File: src/logic/lps_pkg.sv
// constants for the low-power sequencer and its status registers
// assumes a 32-bit apb slave with word-aligned registers
package lps_pkg;
	// ==========================================
	// register map (byte addresses)
	localparam logic [15:0] ADDR_IRQ_LOW = 16'hfe04;
	localparam logic [15:0] ADDR_RESET_CAUSE = 16'hfe00;
	localparam logic [15:0] ADDR_IRQ_MID = 16'hfe08;
	localparam logic [15:0] ADDR_IRQ_HIGH = 16'hfe0c;
	localparam logic [15:0] ADDR_CONFIG = 16'hfe10;
	localparam logic [15:0] ADDR_STATE = 16'hfe14;
	// ==========================================
	// reset cause bit positions
	localparam int RC_POR = 7;
	localparam int RC_WDOG = 6;
	localparam int RC_BAD_OP = 5;
	localparam int RC_BAD_FETCH = 4;
	localparam int RC_MONITOR = 3;
	localparam int RC_LOW_V = 1;
	localparam logic [7:0] RC_POR_VALUE = 8'h80;
	// ==========================================
	// config bits
	localparam int CFG_SHORT_REC = 0;
	localparam int CFG_OSC_STOP = 1;
	localparam int CFG_WDOG_DIS = 2;
	localparam int CFG_STOP_EN = 3;
	localparam logic [7:0] CFG_RESET = 8'h00;
	// ==========================================
	// recovery timing in oscillator cycles
	localparam int REC_LONG = 4096;
	localparam int REC_SHORT = 32;
	localparam int NUM_IRQ = 11;
	typedef enum logic [1:0] {
		LPS_RUN = 2'b00,
		LPS_WAIT = 2'b01,
		LPS_STOP = 2'b11,
		LPS_RECOVER = 2'b10
	} lps_state_t;
endpackage

File: src/logic/lps_ctrl.sv
// low-power sequencer, reset cause and pending interrupt status registers
// assumes mclk is the oscillator clock; inputs are synchronous to it
//
// Summary of operation
// - wait or stop stops cpu clock
// - wait or stop clears interrupt mask
// - leave low power only on interrupt or reset
// - wait keeps peripheral clocks running
// - wait wake needs enabled interrupt
// - wait wake stacking one cycle later
// - watchdog runs in wait unless disabled
// - stop clears counter, gates cpu and peripheral clocks
// - stop disables clockgen outputs unless allowed
// - clocks restart after full recovery delay
// - interrupt exit: 32 or 4096 cycles
// - stop stacking after recovery delay
// - reset exit uses 4096 cycles; power-on with a short-recovery wake pending uses 32
// - counter cleared in stop, then counts
// - reading reset cause clears it
// - power-on sets only power-on bit
// - cause bits show last reset source
// - mask blocks all except software interrupt
// - status flags mirror pending requests
// - low register flags 5..1 at 6..2
// - unused flags zero, 11 and 10 live
// - stop disabled means illegal opcode reset
//
// Register access over APB was decided locally.
`timescale 1ns/1ps
`default_nettype none
module lps_ctrl #(
	parameter int LONG_CYCLES = lps_pkg::REC_LONG,
	parameter int SHORT_CYCLES = lps_pkg::REC_SHORT
) (
	input wire logic mclk,
	input wire logic rst_b,
	input wire logic psel,
	input wire logic penable,
	input wire logic pwrite,
	input wire logic [15:0] paddr,
	input wire logic [31:0] pwdata,
	output logic [31:0] prdata,
	output logic pready,
	output logic pslverr,
	input wire logic wait_exec,
	input wire logic stop_exec,
	input wire logic swi_exec,
	input wire logic [lps_pkg::NUM_IRQ-1:0] irq_req,
	input wire logic [lps_pkg::NUM_IRQ-1:0] irq_en,
	input wire logic mask_set,
	input wire logic por_event,
	input wire logic wdog_event,
	input wire logic bad_fetch_event,
	input wire logic monitor_event,
	input wire logic low_v_event,
	output logic cpu_clk_en,
	output logic periph_clk_en,
	output logic clockgen_bus_output_en,
	output logic osc_clock_en,
	output logic wdog_run,
	output logic irq_mask,
	output logic stack_start,
	output logic bad_opcode_reset,
	output logic sys_reset_req
);
	import lps_pkg::*;

	lps_state_t state;
	logic [12:0] rec_count;
	logic [12:0] rec_target;
	logic [7:0] reset_cause;
	logic [7:0] cfg;
	logic wake_irq;
	logic maskable_pend;
	logic any_reset;
	logic rd_cause;
	logic wr_cfg;
	logic rec_done;
	logic rec_from_irq;

	// ==========================================
	// apb slave
	assign pready = 1'b1;
	assign pslverr = 1'b0;
	assign rd_cause = psel && penable && !pwrite &&
		paddr == ADDR_RESET_CAUSE;
	assign wr_cfg = psel && penable && pwrite && paddr == ADDR_CONFIG;

	always_ff @(posedge mclk) begin
		if (!rst_b) begin
			cfg <= CFG_RESET;
		end else if (wr_cfg) begin
			cfg <= pwdata[7:0];
		end
	end

	function automatic logic [7:0] irq_word(input logic [15:0] a,
		input logic [NUM_IRQ-1:0] r);
		logic [7:0] w;
		w = 8'h00;
		if (a == ADDR_IRQ_LOW) begin
			w = {1'b0, r[4:0], 2'b00};
		end else if (a == ADDR_IRQ_MID) begin
			w = {r[8:5], 4'h0};
		end else if (a == ADDR_IRQ_HIGH) begin
			w = {6'h00, r[10:9]};
		end
		return w;
	endfunction

	always_ff @(posedge mclk) begin
		if (!rst_b) begin
			prdata <= 32'h0;
		end else if (psel && !penable && !pwrite) begin
			unique case (paddr)
				ADDR_RESET_CAUSE: prdata <= {24'h0, reset_cause};
				ADDR_CONFIG: prdata <= {24'h0, cfg};
				ADDR_STATE: prdata <= {30'h0, state};
				default: prdata <= {24'h0, irq_word(paddr, irq_req)};
			endcase
		end
	end

	// ==========================================
	// reset cause register
	assign bad_opcode_reset = stop_exec && !cfg[CFG_STOP_EN];
	assign any_reset = wdog_event || bad_opcode_reset || bad_fetch_event
		|| monitor_event || low_v_event;
	assign sys_reset_req = any_reset;

	always_ff @(posedge mclk) begin
		if (!rst_b) begin
			reset_cause <= RC_POR_VALUE;
		end else if (por_event) begin
			reset_cause <= RC_POR_VALUE;
		end else if (any_reset) begin
			reset_cause <= 8'h00;
			reset_cause[RC_WDOG] <= wdog_event;
			reset_cause[RC_BAD_OP] <= bad_opcode_reset;
			reset_cause[RC_BAD_FETCH] <= bad_fetch_event;
			reset_cause[RC_MONITOR] <= monitor_event;
			reset_cause[RC_LOW_V] <= low_v_event;
		end else if (rd_cause) begin
			reset_cause <= 8'h00;
		end
	end

	// ==========================================
	// low-power sequencer
	// only enabled sources wake
	assign maskable_pend = |(irq_req & irq_en);
	assign wake_irq = maskable_pend && !irq_mask;

	always_ff @(posedge mclk) begin
		if (!rst_b) begin
			irq_mask <= 1'b1;
		end else if (wait_exec || (stop_exec && cfg[CFG_STOP_EN])) begin
			irq_mask <= 1'b0;
		end else if (mask_set || stack_start) begin
			irq_mask <= 1'b1;
		end
	end

	// exits by interrupt or reset only
	always_ff @(posedge mclk) begin
		if (!rst_b) begin
			state <= LPS_RUN;
			rec_from_irq <= 1'b0;
		end else begin
			unique case (state)
				LPS_RUN: begin
					if (wait_exec) begin
						state <= LPS_WAIT;
					end else if (stop_exec && cfg[CFG_STOP_EN]) begin
						state <= LPS_STOP;
					end
				end
				LPS_WAIT: begin
					if (wake_irq || any_reset) begin
						state <= LPS_RUN;
					end
				end
				LPS_STOP: begin
					if (any_reset || por_event) begin
						state <= LPS_RECOVER;
						rec_from_irq <= 1'b0;
					end else if (wake_irq) begin
						state <= LPS_RECOVER;
						rec_from_irq <= 1'b1;
					end
				end
				LPS_RECOVER: begin
					if (rec_done) begin
						state <= LPS_RUN;
					end
				end
			endcase
		end
	end

	always_ff @(posedge mclk) begin
		if (!rst_b) begin
			rec_target <= 13'(LONG_CYCLES - 1);
		end else if (state == LPS_STOP) begin
			if (wake_irq && !any_reset && cfg[CFG_SHORT_REC]) begin
				rec_target <= 13'(SHORT_CYCLES - 1);
			end else begin
				rec_target <= 13'(LONG_CYCLES - 1);
			end
		end
	end

	always_ff @(posedge mclk) begin
		if (!rst_b) begin
			rec_count <= 13'h0;
		end else if (state == LPS_RECOVER) begin
			rec_count <= rec_count + 13'h1;
		end else begin
			rec_count <= 13'h0;
		end
	end
	assign rec_done = state == LPS_RECOVER && rec_count == rec_target;

	always_ff @(posedge mclk) begin
		if (!rst_b) begin
			stack_start <= 1'b0;
		end else begin
			stack_start <= (state == LPS_WAIT && wake_irq && !any_reset) ||
				(rec_done && rec_from_irq) || swi_exec;
		end
	end

	assign cpu_clk_en = state == LPS_RUN;
	assign periph_clk_en = state == LPS_RUN || state == LPS_WAIT;
	// clockgen off in stop unless allowed
	assign clockgen_bus_output_en = !(state == LPS_STOP &&
		!cfg[CFG_OSC_STOP]);
	assign osc_clock_en = clockgen_bus_output_en;
	assign wdog_run = !cfg[CFG_WDOG_DIS] && state != LPS_STOP;
endmodule
`default_nettype wire

File: config.mk
export PLATFORM = sky130hd
export DESIGN_NAME = lps_ctrl
export DESIGN_NICKNAME = d
export VERILOG_FILES = /design/src/logic/lps_pkg.sv /design/src/logic/lps_ctrl.sv
export SDC_FILE = /design/constraint.sdc
export NUM_CORES = 1
export LEC_CHECK = 0
export BUFFER_PORTS_ARGS = -buffer_cell sky130_fd_sc_hd__buf_2
export CORE_MARGIN = 2
export CORE_UTILIZATION = 40
export CTS_CLUSTER_DIAMETER = 60
export DETAILED_ROUTE_END_ITERATION = 10
export PLACE_DENSITY = 0.73
export SYNTH_ARGS = -nofsm -noshare
export SYNTH_HDL_FRONTEND = slang
export SYNTH_SLANG_ARGS = --single-unit
File: constraint.sdc
create_clock -name mclk -period 2.5 [get_ports mclk]
set_input_delay 0.25 -clock mclk [delete_from_list [all_inputs] [get_ports mclk]]
set_output_delay 0.25 -clock mclk [all_outputs]
set_load 0.02 [all_outputs]
# After elaboration in Yosys (flattened, before gate mapping)
# Index checks and enable logic that the tools add are counted.
[classes]
n_eq_ne = 15
n_reduce_logical = 46
bitwise_logic = 2
addsub = 1
n_mux = 18
[ops]
columns = ["cell", "count"]
rows = [
  ["16-bit == test, second input constant", 6],
  ["8-bit two-way mux", 4],
  ["8-bit one-hot mux with 3 select lines", 1],
  ["1-bit logical AND", 18],
  ["2-bit two-way mux", 7],
  ["13-bit by 1-bit adder with 13-bit output, second input constant", 1],
  ["13-bit == test", 1],
  ["12-bit two-way mux", 1],
  ["11-bit bitwise AND", 1],
  ["1-bit logical OR", 11],
  ["11-bit OR reduction", 1],
  ["1-bit zero test", 8],
  ["2-bit one-hot mux with 4 select lines", 1],
  ["2-bit != test, second input constant", 3],
  ["2-bit nonzero test", 3],
  ["2-bit == test, second input constant", 2],
  ["1-bit two-way mux", 4],
  ["2-bit AND reduction", 2],
  ["4-bit AND reduction", 1],
  ["3-bit by 2-bit != test with 1-bit output, second input constant", 1],
  ["3-bit != test, second input constant", 1],
  ["2-bit by 1-bit == test with 1-bit output, second input constant", 1],
  ["2-bit zero test", 1],
  ["2-bit OR reduction", 1],
  ["1-bit inverter", 1],
]
[word_totals]
output_inout_bits = 43
ff_bits = 77

# Logic depth before layout (Yosys ltp)
# Gate-level depths: netlist of the first run.
[logic_depth]
word_depth = 10
ltp_mapped = 5

# Least setup slack after synthesis of the first run
# No wires, ideal clock.
[synth_timing]
path_type = "input port to flip-flop"
start = "input paddr[1]"
end = "register prdata[5]"
t_arrival_ns = 1.783
required_ns = 2.434
setup_ns = 0.066
stages = 5
setup_slack_ns = 0.650
path_cell_list = "or4b_4 or4_4 buf_6 o21a_1 a21oi_2"
[synth_between]
elab_chain_len = 4
word_cells_on_any_way = 8
[synth_rtl]
columns = ["element", "line", "text"]
rows = [
  ["start: declaration", "lps_ctrl.sv:40", "input wire logic [15:0] paddr,"],
  ["16-bit == test", "lps_ctrl.sv:103", "end else if (a == ADDR_IRQ_MID) begin"],
  ["8-bit two-way mux", "lps_ctrl.sv:103", ""],
  ["8-bit two-way mux", "lps_ctrl.sv:101", "if (a == ADDR_IRQ_LOW) begin"],
  ["8-bit one-hot mux with 3 select lines (*)", "lps_ctrl.sv:115", "unique case (paddr)"],
  ["end signal: assignment", "lps_ctrl.sv:116", "ADDR_RESET_CAUSE: prdata <= {24'h0, reset_cause};"],
  ["end signal: assignment", "lps_ctrl.sv:117", "ADDR_CONFIG: prdata <= {24'h0, cfg};"],
  ["end signal: assignment", "lps_ctrl.sv:118", "ADDR_STATE: prdata <= {30'h0, state};"],
  ["end: declaration", "lps_ctrl.sv:42", "output logic [31:0] prdata,"],
]
# Mark *: on every way between the ends. The rest lies on a longest branch, timed or not.
# A chain may end at the register's enable or synchronous reset.

# Final worst setup path of the first run
[layout_timing]
start = "register state[0]"
end = "output clockgen_bus_output_en"
[layout_between]
elab_chain_len = 3
[layout_rtl]
columns = ["element", "line", "text"]
rows = [
  ["start: declaration", "lps_ctrl.sv:68", "lps_state_t state;"],
  ["start signal: assignment", "lps_ctrl.sv:167", "state <= LPS_RUN;"],
  ["start signal: assignment", "lps_ctrl.sv:173", "state <= LPS_WAIT;"],
  ["start signal: assignment", "lps_ctrl.sv:175", "state <= LPS_STOP;"],
  ["2-bit == test", "lps_ctrl.sv:236", "assign clockgen_bus_output_en = !(state == LPS_STOP &&"],
  ["1-bit logical AND", "lps_ctrl.sv:236", ""],
  ["1-bit zero test", "lps_ctrl.sv:236", ""],
  ["end: declaration", "lps_ctrl.sv:58", "output logic clockgen_bus_output_en,"],
]
# No other way between the ends.

==> results of run 1 <==
report_power, final:
group / internal [uW] / switching, uW / total [uW]
clock: 325 / 219 / 545
combinational: 78.6 / 131 / 210
sequential: 666 / 13.3 / 680
total: 1070 / 364 / 1430
through the flow:
step	setup WS (ps)	hold WS (ps)	util (%)	instances	power (uW)
2_1_floorplan	650	371	-	302	847
3_3_place_gp	542	446	48.5	418	899
3_5_place_dp	473	450	48.5	418	902
4_1_cts	750	161	50.6	426	1450
5_1_grt	583	188	50.6	426	1500
6_report	741	167	50.6	426	1430
worst min-delay path by stage:
| stage | slack (ps) | endpoint | start | cells after the start |
|---|---|---|---|---|
| 3_5_place_dp | 450 | reset_cause[7] | reset_cause[7] | 1 |
| 5_1_grt | 190 | stack_start | swi_exec | 3 |
| 2_1_floorplan | 370 | irq_mask | mask_set | 2 |
| 4_1_cts | 160 | irq_mask | mask_set | 3 |
| 6_report | 170 | irq_mask | mask_set | 3 |
| 3_3_place_gp | 450 | rec_count[0] | rec_count[0] | 1 |
layout make-up:
class | instances | area (um2) | share of cell area [%]
Timing Repair Buffer | 82 | 425 | 15.1
Tap cell | 72 | 90.1 | 3.19
Clock buffer | 7 | 86.3 | 3.06
Inverter | 6 | 22.5 | 0.799
Sequential cell | 41 | 821 | 29.1
Multi-Input combinational cell | 217 | 1350 | 47.7
Clock inverter | 1 | 30.0 | 1.06
cells by family after synthesis:
group	Yosys count	share of synthesized area (%)
simple gates	102	24.9
compound gates	71	20.9
buf+inv	44	11.7
flops	41	34.9
xor+xnor	10	3.73
mux	7	3.04
other cells	2	0.320
fa+ha+maj	1	0.532
synth_stat cells (3+ instances only):
| cell | n | share of area, % |
|---|---|---|
| a21oi_1 | 10 | 2.1 |
| nor4_1 | 6 | 1.6 |
| clkbuf_1 | 9 | 1.4 |
| nand2_1 | 23 | 3.7 |
| a22oi_1 | 6 | 1.9 |
| o21a_1 | 3 | 0.96 |
| buf_4 | 27 | 8.6 |
| nand4_1 | 16 | 4.3 |
| nor2_1 | 16 | 2.6 |
| dfxtp_1 | 41 | 35 |
| nor3_1 | 4 | 0.85 |
| a21boi_0 | 10 | 3.2 |
| a22o_1 | 9 | 3.4 |
| xor2_1 | 7 | 2.6 |
| inv_1 | 6 | 0.96 |
| mux2i_1 | 6 | 2.6 |
| nand3_1 | 8 | 1.7 |
| o21ai_0 | 17 | 3.6 |
| xnor2_1 | 3 | 1.1 |
| nor2b_1 | 7 | 1.9 |
critical path: stages, from the launching register on:
cell and delay [ps]:
dfxtp_1 540, nand2_1 170, or2_2 330, buf_2 170
metal layers:
| metal | vias up | wire length (um) | share of wire [%] | global-route usage (%) |
|---|---|---|---|---|
| li1 | 1115 | - | - | - |
| met1 | 1045 | 2720 | 45 | 24.0 |
| met2 | 77 | 2760 | 46 | 30.7 |
| met3 | 15 | 337 | 5.6 | 3.93 |
| met4 | 0 | 162 | 2.7 | 7.97 |
| met5 | - | 0 | 0 | 0 |
registers in the layout, indices dropped and copies added, names as in the netlist:
signal and cells:
stack_start 1, rec_target 1, rec_count 13, rec_from_irq 1, reset_cause 6, state 2, cfg 8, prdata 8
irq_mask 1
==> summary.txt, run 1 <==
Drt
  – Drt wl/cell: 14.0 um
  – Initial drt markers: 116
  – Post-Route WL: 5.98 mm
  – Drt first pass iters: 4
  – Post-DR vias/cell: 5.29
  – Final antenna-violating net count: 0
  – DRC viols: 0
  – Via count: 2252

GRT
  – First-pass GRT wire length: 9.57 mm
  – Maximum number of pins on one net before global-route repair: 29
  – Grt ovf: 0
  – Vias in the first global route: 2109
  – Initial antenna violation count: 0
  – GRT Util Overall: 18.8%

STA
  – Slew headroom: 58.0%
  – Max Slew Vio Count: 0
  – Clk_skew: 8.51 ps
  – Period utilisation layout: 70.4%
  – Least-Margin Pin Slew: 627 ps
  – Min Clock Period, post-route: 1760 ps
  – Setup violators final: 0
  – Final Hold Vio Count: 0
  – Achievable Freq: 568 MHz
  – Setup TNS: 0 ps
  – RSZ-0062 raised after global routing: false

Finish
  – Commonest non-fill, non-tap cell in the layout: buf_2
  – Layout cell share with drive strength beyond 1: 28.8%
  – Area Growth Syn to Fin: 20.0%
  – Fillcell total: 553
  – NumNets Final: 438
  – Most frequent cells in the layout: buf_2 (76), dfxtp_1 (41), conb_1 (26)
  – Finished Cell Area: 0.00282 mm2
  – Diode count: 0

Worst setup path
  – Worst endpoint data arrival time: 1510 ps
  – Crit path from: state[0]
  – Critical Path Start Type: register
  – R2r worst-path depth: 5
  – Crit path required time: 2250 ps
  – Worst r2r src: cfg[3]
  – Crit Path Class: reg2out
  – Setup slack, reg-to-reg: 760 ps
  – R2r endpoint: reset_cause[4]
  – Crit Path Max Fanout: 10
  – Worst setup EP type: output pin
  – Worst setup path endpoint: clockgen_bus_output_en

Die
  – Initial Util: 42.2%
  – Die width: 80.6 um
  – Die area: 0.00650 mm2
  – Die H: 80.6 um
  – CORE AREA: 0.00557 mm2
  – Core Rows: 27
  – I/O pin count: 127

Yosys
  – Ys Warns: 0
  – Post-synth EDFFs: 0
  – Syn Inst Count: 278
  – Syn avg cell area: 8.45 um2
  – Synth Flop Type: dfxtp_1
  – Synth async-reset ratio: 0%
  – Synthesized area: 0.00235 mm2
  – Number of synthesized register bits: 41
  – Sequential element share of the synthesized area: 34.9%
  – Number of distinct library cells after synthesis: 52

Clock tree
  – CTS resizes: 0
  – Post CTS Setup Buffer Count: 0
  – # H-tree levels: 2
  – CTS tree: yes
  – TritonCTS Buffers: 5
  – Clock latency on the worst-skew pair: 290 ps
  – CTS Root Cell: clkbuf_8
  – Clock Pin Slew Worst Setup and Hold Paths: 70 ps
  – Post-CTS Hold Fix Bufs: 0
  – CTS sink count: 41
  – Maximum clock path buffer count: 2

Pwr
  – Pwr dens: 508 mW/mm2
  – P_leak: 0.00114 uW
  – Maximum VDD drop: 0.000246 V

Place
  – GP Congestion: 0.800
  – Placed cell area: 0.00270 mm2
  – Detailed placement HPWL: 4.64 mm
  – PortBufs: 76

Run
  – Max Cap Violations: 0

Status
  – Status: finished clean

Hold path
  – Tightest Hold Check Type: in2reg
Power figures use the tool's default switching activity.
==> run 2: changes to the inputs <==
==> constraint.sdc (replaced) <==
create_clock -name mclk -period 1.81 [get_ports mclk]
set_input_delay 0.181 -clock mclk [delete_from_list [all_inputs] [get_ports mclk]]
set_output_delay 0.181 -clock mclk [all_outputs]
set_load 0.02 [all_outputs]
==> summary.txt, run 2 (same netlist as run 1, synthesis figures left out) <==
Finish
  – Core Util, Final: 52.1%
  – Final std cells w/o fill: 438
  – Number of flip-flops under the largest register name: 13
  – Finished Cell Area: 0.00291 mm2
  – Layout cell share with drive strength beyond 1: 31.4%
  – Commonest non-fill, non-tap cell in the layout: buf_2
  – Area Growth Syn to Fin: 23.6%
  – Biggest register: rec_count
  – Largest regs: rec_count: 13 flops, cfg: 8 flops, prdata: 8 flops
  – Most frequent cells in the layout: buf_2 (76), dfxtp_1 (41), conb_1 (26)
  – Diode count: 0
  – NumNets Final: 451

Worst setup path
  – CP Buf/Inv Count: 1
  – R2r worst-path depth: 5
  – Levels on crit path: 5
  – Crit Path Max Fanout: 11
  – Crit Path Class: in2reg
  – Worst setup EP type: register
  – Slowest-stage cell, CP: or4_4
  – Worst setup path endpoint: cfg[2]
  – Crit path from: paddr[1]
  – Setup slack, reg-to-reg: 290 ps
  – Worst endpoint data arrival time: 1770 ps
  – Critical Path Start Type: input pin
  – Top cell family by delay on the critical path: simple AND/OR/NAND/NOR gates
  – Cell breakdown of the critical path: buf_2, or4b_4, or4_4, o21ai_0, a21boi_0
  – R2r endpoint: reset_cause[3]
  – Crit path required time: 1970 ps
  – Worst r2r src: cfg[3]
  – Crit path largest cell delay: 630 ps

Drt
  – Via count: 2311
  – Final antenna-violating net count: 0
  – Initial drt markers: 107
  – Post-DR vias/cell: 5.28
  – DRC viols: 0
  – Post-Route WL: 6.10 mm
  – Drt first pass iters: 5
  – Drt wl/cell: 13.9 um

Die
  – Initial Util: 42.2%
  – CORE AREA: 0.00557 mm2
  – Core Rows: 27
  – I/O pin count: 127
  – Die width: 80.6 um
  – Die area: 0.00650 mm2
  – Die H: 80.6 um

Clock tree
  – # H-tree levels: 2
  – CTS Root Cell: clkbuf_8
  – CTS tree: yes
  – Maximum clock path buffer count: 2
  – TritonCTS Buffers: 5
  – Post-CTS Hold Fix Bufs: 0
  – Post CTS Setup Buffer Count: 0
  – Clock latency on the worst-skew pair: 290 ps
  – Clock Pin Slew Worst Setup and Hold Paths: 80 ps
  – CTS resizes: 0
  – CTS sink count: 41

STA
  – RSZ-0062 raised after global routing: false
  – Clk_skew: 10.7 ps
  – Slew headroom: 60.6%
  – Minimum hold slack: 98.0 ps
  – Worst Setup Slack, final: 197 ps
  – Period utilisation layout: 89.1%
  – Min Clock Period, post-route: 1610 ps
  – Max Slew Vio Count: 0
  – Achievable Freq: 620 MHz
  – Least-Margin Pin Slew: 587 ps
  – Final Hold Vio Count: 0
  – Setup violators final: 0

Pwr
  – P_leak: 0.00120 uW
  – Pwr dens: 671 mW/mm2
  – Net Sw Power: 508 uW
  – Combinational power share: 15.9%
  – Clock share of power: 36.2%
  – Reg power frac: 47.9%
  – Maximum VDD drop: 0.000452 V
  – Internal power: 1440 uW
  – Net Sw Frac: 26.0%

GRT
  – Grt ovf: 0
  – Vias in the first global route: 2132
  – GRT Util Overall: 19.3%
  – First-pass GRT wire length: 9.83 mm
  – Maximum number of pins on one net before global-route repair: 18
  – Initial antenna violation count: 0

Place
  – Setup slack at placement: -102 ps
  – PortBufs: 76
  – GP Congestion: 0.797
  – Detailed placement HPWL: 4.87 mm
  – Placed cell area: 0.00280 mm2
  – Placed instance count: 431

Hold path
  – Tightest Hold Check Type: in2reg

Status
  – Status: finished clean

Run
  – Max Cap Violations: 0
run 2: cell types whose count changed in the layout (fill, tap and decap cells not counted), sizes merged:
cell / change
buf: +13
clkbuf: -2
clkinv: +1
run 2: how the worst min path moves through the flow:
stage | startpoint | depth (start not counted) | slack, ps | to
global route | mask_set | 3 | 120 | irq_mask
floorplan | mask_set | 2 | 300 | irq_mask
global placement | mask_set | 3 | 390 | irq_mask
finish | mask_set | 3 | 100 | irq_mask
detailed placement | mask_set | 3 | 400 | irq_mask
CTS | mask_set | 3 | 90 | irq_mask
run 2: worst reg2reg max path, delay by kind of cell (launching register included):
family | cells | cell delay (ps)
buffers and inverters | 1 | 80
flip-flops | 1 | 380
AO/OA/AOI/OAI | 2 | 700
AND/OR/NAND/NOR | 2 | 310
run 2: final cells by class:
| type | instances | area (um2) |
|---|---|---|
| sequential | 41 | 821 |
| timing repair buffer | 95 | 523 |
| clock inverter | 2 | 35.0 |
| inverter | 6 | 22.5 |
| fill | 556 | 2670 |
| multi-input combinational | 217 | 1350 |
| clock buffer | 5 | 68.8 |
| tap | 72 | 90.1 |
run 2: power by group through the flow:
stage                     logic, uW  registers [uW]  clock network [uW]
after floorplan                 209             960                   0
after global placement          302             955                   0
after detailed placement        306             956                   0
after CTS                       307             934                 723
after global routing            340             936                 755
final                           309             934                 707
run 2: per-layer routing:
metal  part of all wire [%]  vias up  routed length (um)  global-route usage, %
li1                       -     1144                   -                      -
met1                     43     1075                2640                   24.3
met2                     49       83                2970                   33.1
met3                    7.0        9                 427                   4.72
met4                   0.98        0                  60                   4.58
met5                      0        -                   0                      0
run 2: through the flow:
stage                     total power, uW  setup TNS (ps)
after floorplan                      1170               0
after global placement               1260            -547
after detailed placement             1260            -718
after CTS                            1960               0
after global routing                 2030               0
final                                1950               0
==> run 3: changes to the inputs <==
--- a/config.mk
+++ b/config.mk
@@ -10,7 +10,9 @@
 export CORE_UTILIZATION = 40
 export CTS_CLUSTER_DIAMETER = 60
 export DETAILED_ROUTE_END_ITERATION = 10
+export HOLD_SLACK_MARGIN = 0.06
 export PLACE_DENSITY = 0.73
+export SLEW_MARGIN = 20
 export SYNTH_ARGS = -nofsm -noshare
 export SYNTH_HDL_FRONTEND = slang
 export SYNTH_SLANG_ARGS = --single-unit
==> constraint.sdc (replaced) <==
create_clock -name mclk -period 1.59 [get_ports mclk]
set_input_delay 0.159 -clock mclk [delete_from_list [all_inputs] [get_ports mclk]]
set_output_delay 0.159 -clock mclk [all_outputs]
set_load 0.02 [all_outputs]
==> summary.txt, run 3 (same netlist as run 1, synthesis figures left out) <==
Die
  – I/O pin count: 127
  – Initial Util: 42.2%
  – Die area: 0.00650 mm2
  – Die H: 80.6 um
  – Die width: 80.6 um
  – CORE AREA: 0.00557 mm2
  – Core Rows: 27

STA
  – RSZ-0062 raised after global routing: false
  – Achievable Freq: 651 MHz
  – Setup violators final: 0
  – Min Clock Period, post-route: 1540 ps
  – Final Hold Vio Count: 0
  – Period utilisation layout: 96.7%
  – Worst Setup Slack, final: 52.8 ps
  – Clk_skew: 13.1 ps
  – Max Slew Vio Count: 0
  – Minimum hold slack: 75.8 ps
  – Setup TNS: 0 ps

Finish
  – NumNets Final: 453
  – Core Util, Final: 52.3%
  – Number of flip-flops under the largest register name: 13
  – Biggest register: rec_count
  – Layout cell share with drive strength beyond 1: 32.4%
  – Final std cells w/o fill: 439
  – Commonest non-fill, non-tap cell in the layout: buf_2
  – Most frequent cells in the layout: buf_2 (76), dfxtp_1 (40), conb_1 (26)
  – Diode count: 0
  – Largest regs: rec_count: 13 flops, cfg: 8 flops, prdata: 8 flops
  – Area Growth Syn to Fin: 24.1%

Worst setup path
  – Worst endpoint data arrival time: 1380 ps
  – R2r endpoint: stack_start
  – R2r worst-path depth: 5
  – Worst setup EP type: output pin
  – Crit path required time: 1430 ps
  – Crit Path Max Fanout: 10
  – Crit Path Class: reg2out
  – Critical Path Start Type: register
  – Crit path from: state[1]
  – Setup slack, reg-to-reg: 140 ps
  – Worst setup path endpoint: osc_clock_en
  – Worst r2r src: rec_count[0]

GRT
  – First-pass GRT wire length: 9.53 mm
  – Vias in the first global route: 2171
  – Maximum number of pins on one net before global-route repair: 18
  – Initial antenna violation count: 0
  – GRT Util Overall: 18.9%
  – Grt ovf: 0

Clock tree
  – Post CTS Setup Buffer Count: 0
  – Clock latency on the worst-skew pair: 290 ps
  – CTS Root Cell: clkbuf_8
  – Maximum clock path buffer count: 2
  – TritonCTS Buffers: 5
  – CTS tree: yes
  – # H-tree levels: 2
  – Post-CTS Hold Fix Bufs: 0
  – Clock Pin Slew Worst Setup and Hold Paths: 70 ps
  – CTS sink count: 41

Drt
  – Final antenna-violating net count: 0
  – Via count: 2310
  – Post-DR vias/cell: 5.26
  – Drt first pass iters: 4
  – DRC viols: 0
  – Initial drt markers: 113
  – Drt wl/cell: 13.7 um
  – Post-Route WL: 6.02 mm

Status
  – Status: finished clean

Place
  – Detailed placement HPWL: 4.88 mm
  – GP Congestion: 0.796
  – Setup slack at placement: -194 ps
  – Placed instance count: 433
  – PortBufs: 76

Pwr
  – Pwr dens: 700 mW/mm2
  – P_leak: 0.00120 uW
  – Maximum VDD drop: 0.000468 V

Hold path
  – Hold Crit Depth: 3
  – Hold Path Origin: mask_set
  – Tightest Hold Check Type: in2reg

Run
  – Max Cap Violations: 0
-- run 3: repair_timing --
item                                    4_1_cts  5_1_grt
resized for setup                             1        1
gates cloned                                  0        0
endpoints found under the setup margin        2        1
-- run 3: per-layer routing --
layer / share of wire, % / track usage [%] / vias to the layer above / routed length, um
met3: 8.1 / 4.38 / 8 / 490
met4: 1.3 / 5.59 / 0 / 81
li1: - / - / 1143 / -
met2: 48 / 34.1 / 85 / 2890
met1: 42 / 22.1 / 1074 / 2560
met5: 0 / 0 / - / 0
-- run 3: worst min-delay path by stage --
stage,slack [ps],end
after CTS,80,irq_mask
after floorplan,280,irq_mask
after global routing,100,irq_mask
final,80,irq_mask
after detailed placement,380,irq_mask
after global placement,370,irq_mask
-- run 3: critical path, cell delays in order (launching register included) --
cell     delay (ps)
dfxtp_2         440
nand2_1         150
or2_2           330
buf_2           170
-- run 3: area by class of cell --
type / instances / area (um2)
fill: 553 / 2660
multi-input combinational: 217 / 1360
sequential: 41 / 822
timing repair buffer: 97 / 551
tap: 72 / 90.1
clock buffer: 5 / 68.8
inverter: 6 / 22.5
clock inverter: 1 / 5.00
-- run 3: per-stage QoR --
step | total power (uW) | area, um2
2_1_floorplan | 1330 | 2450
3_3_place_gp | 1440 | 2840
3_5_place_dp | 1450 | 2840
4_1_cts | 2060 | 2910
5_1_grt | 2130 | 2920
6_report | 2040 | 2920
-- run 3: where the power goes --
group | internal [uW] | total (uW) | switching (uW)
combinational | 146 | 360 | 214
clock | 289 | 617 | 328
sequential | 1050 | 1070 | 17.2
total | 1480 | 2040 | 559
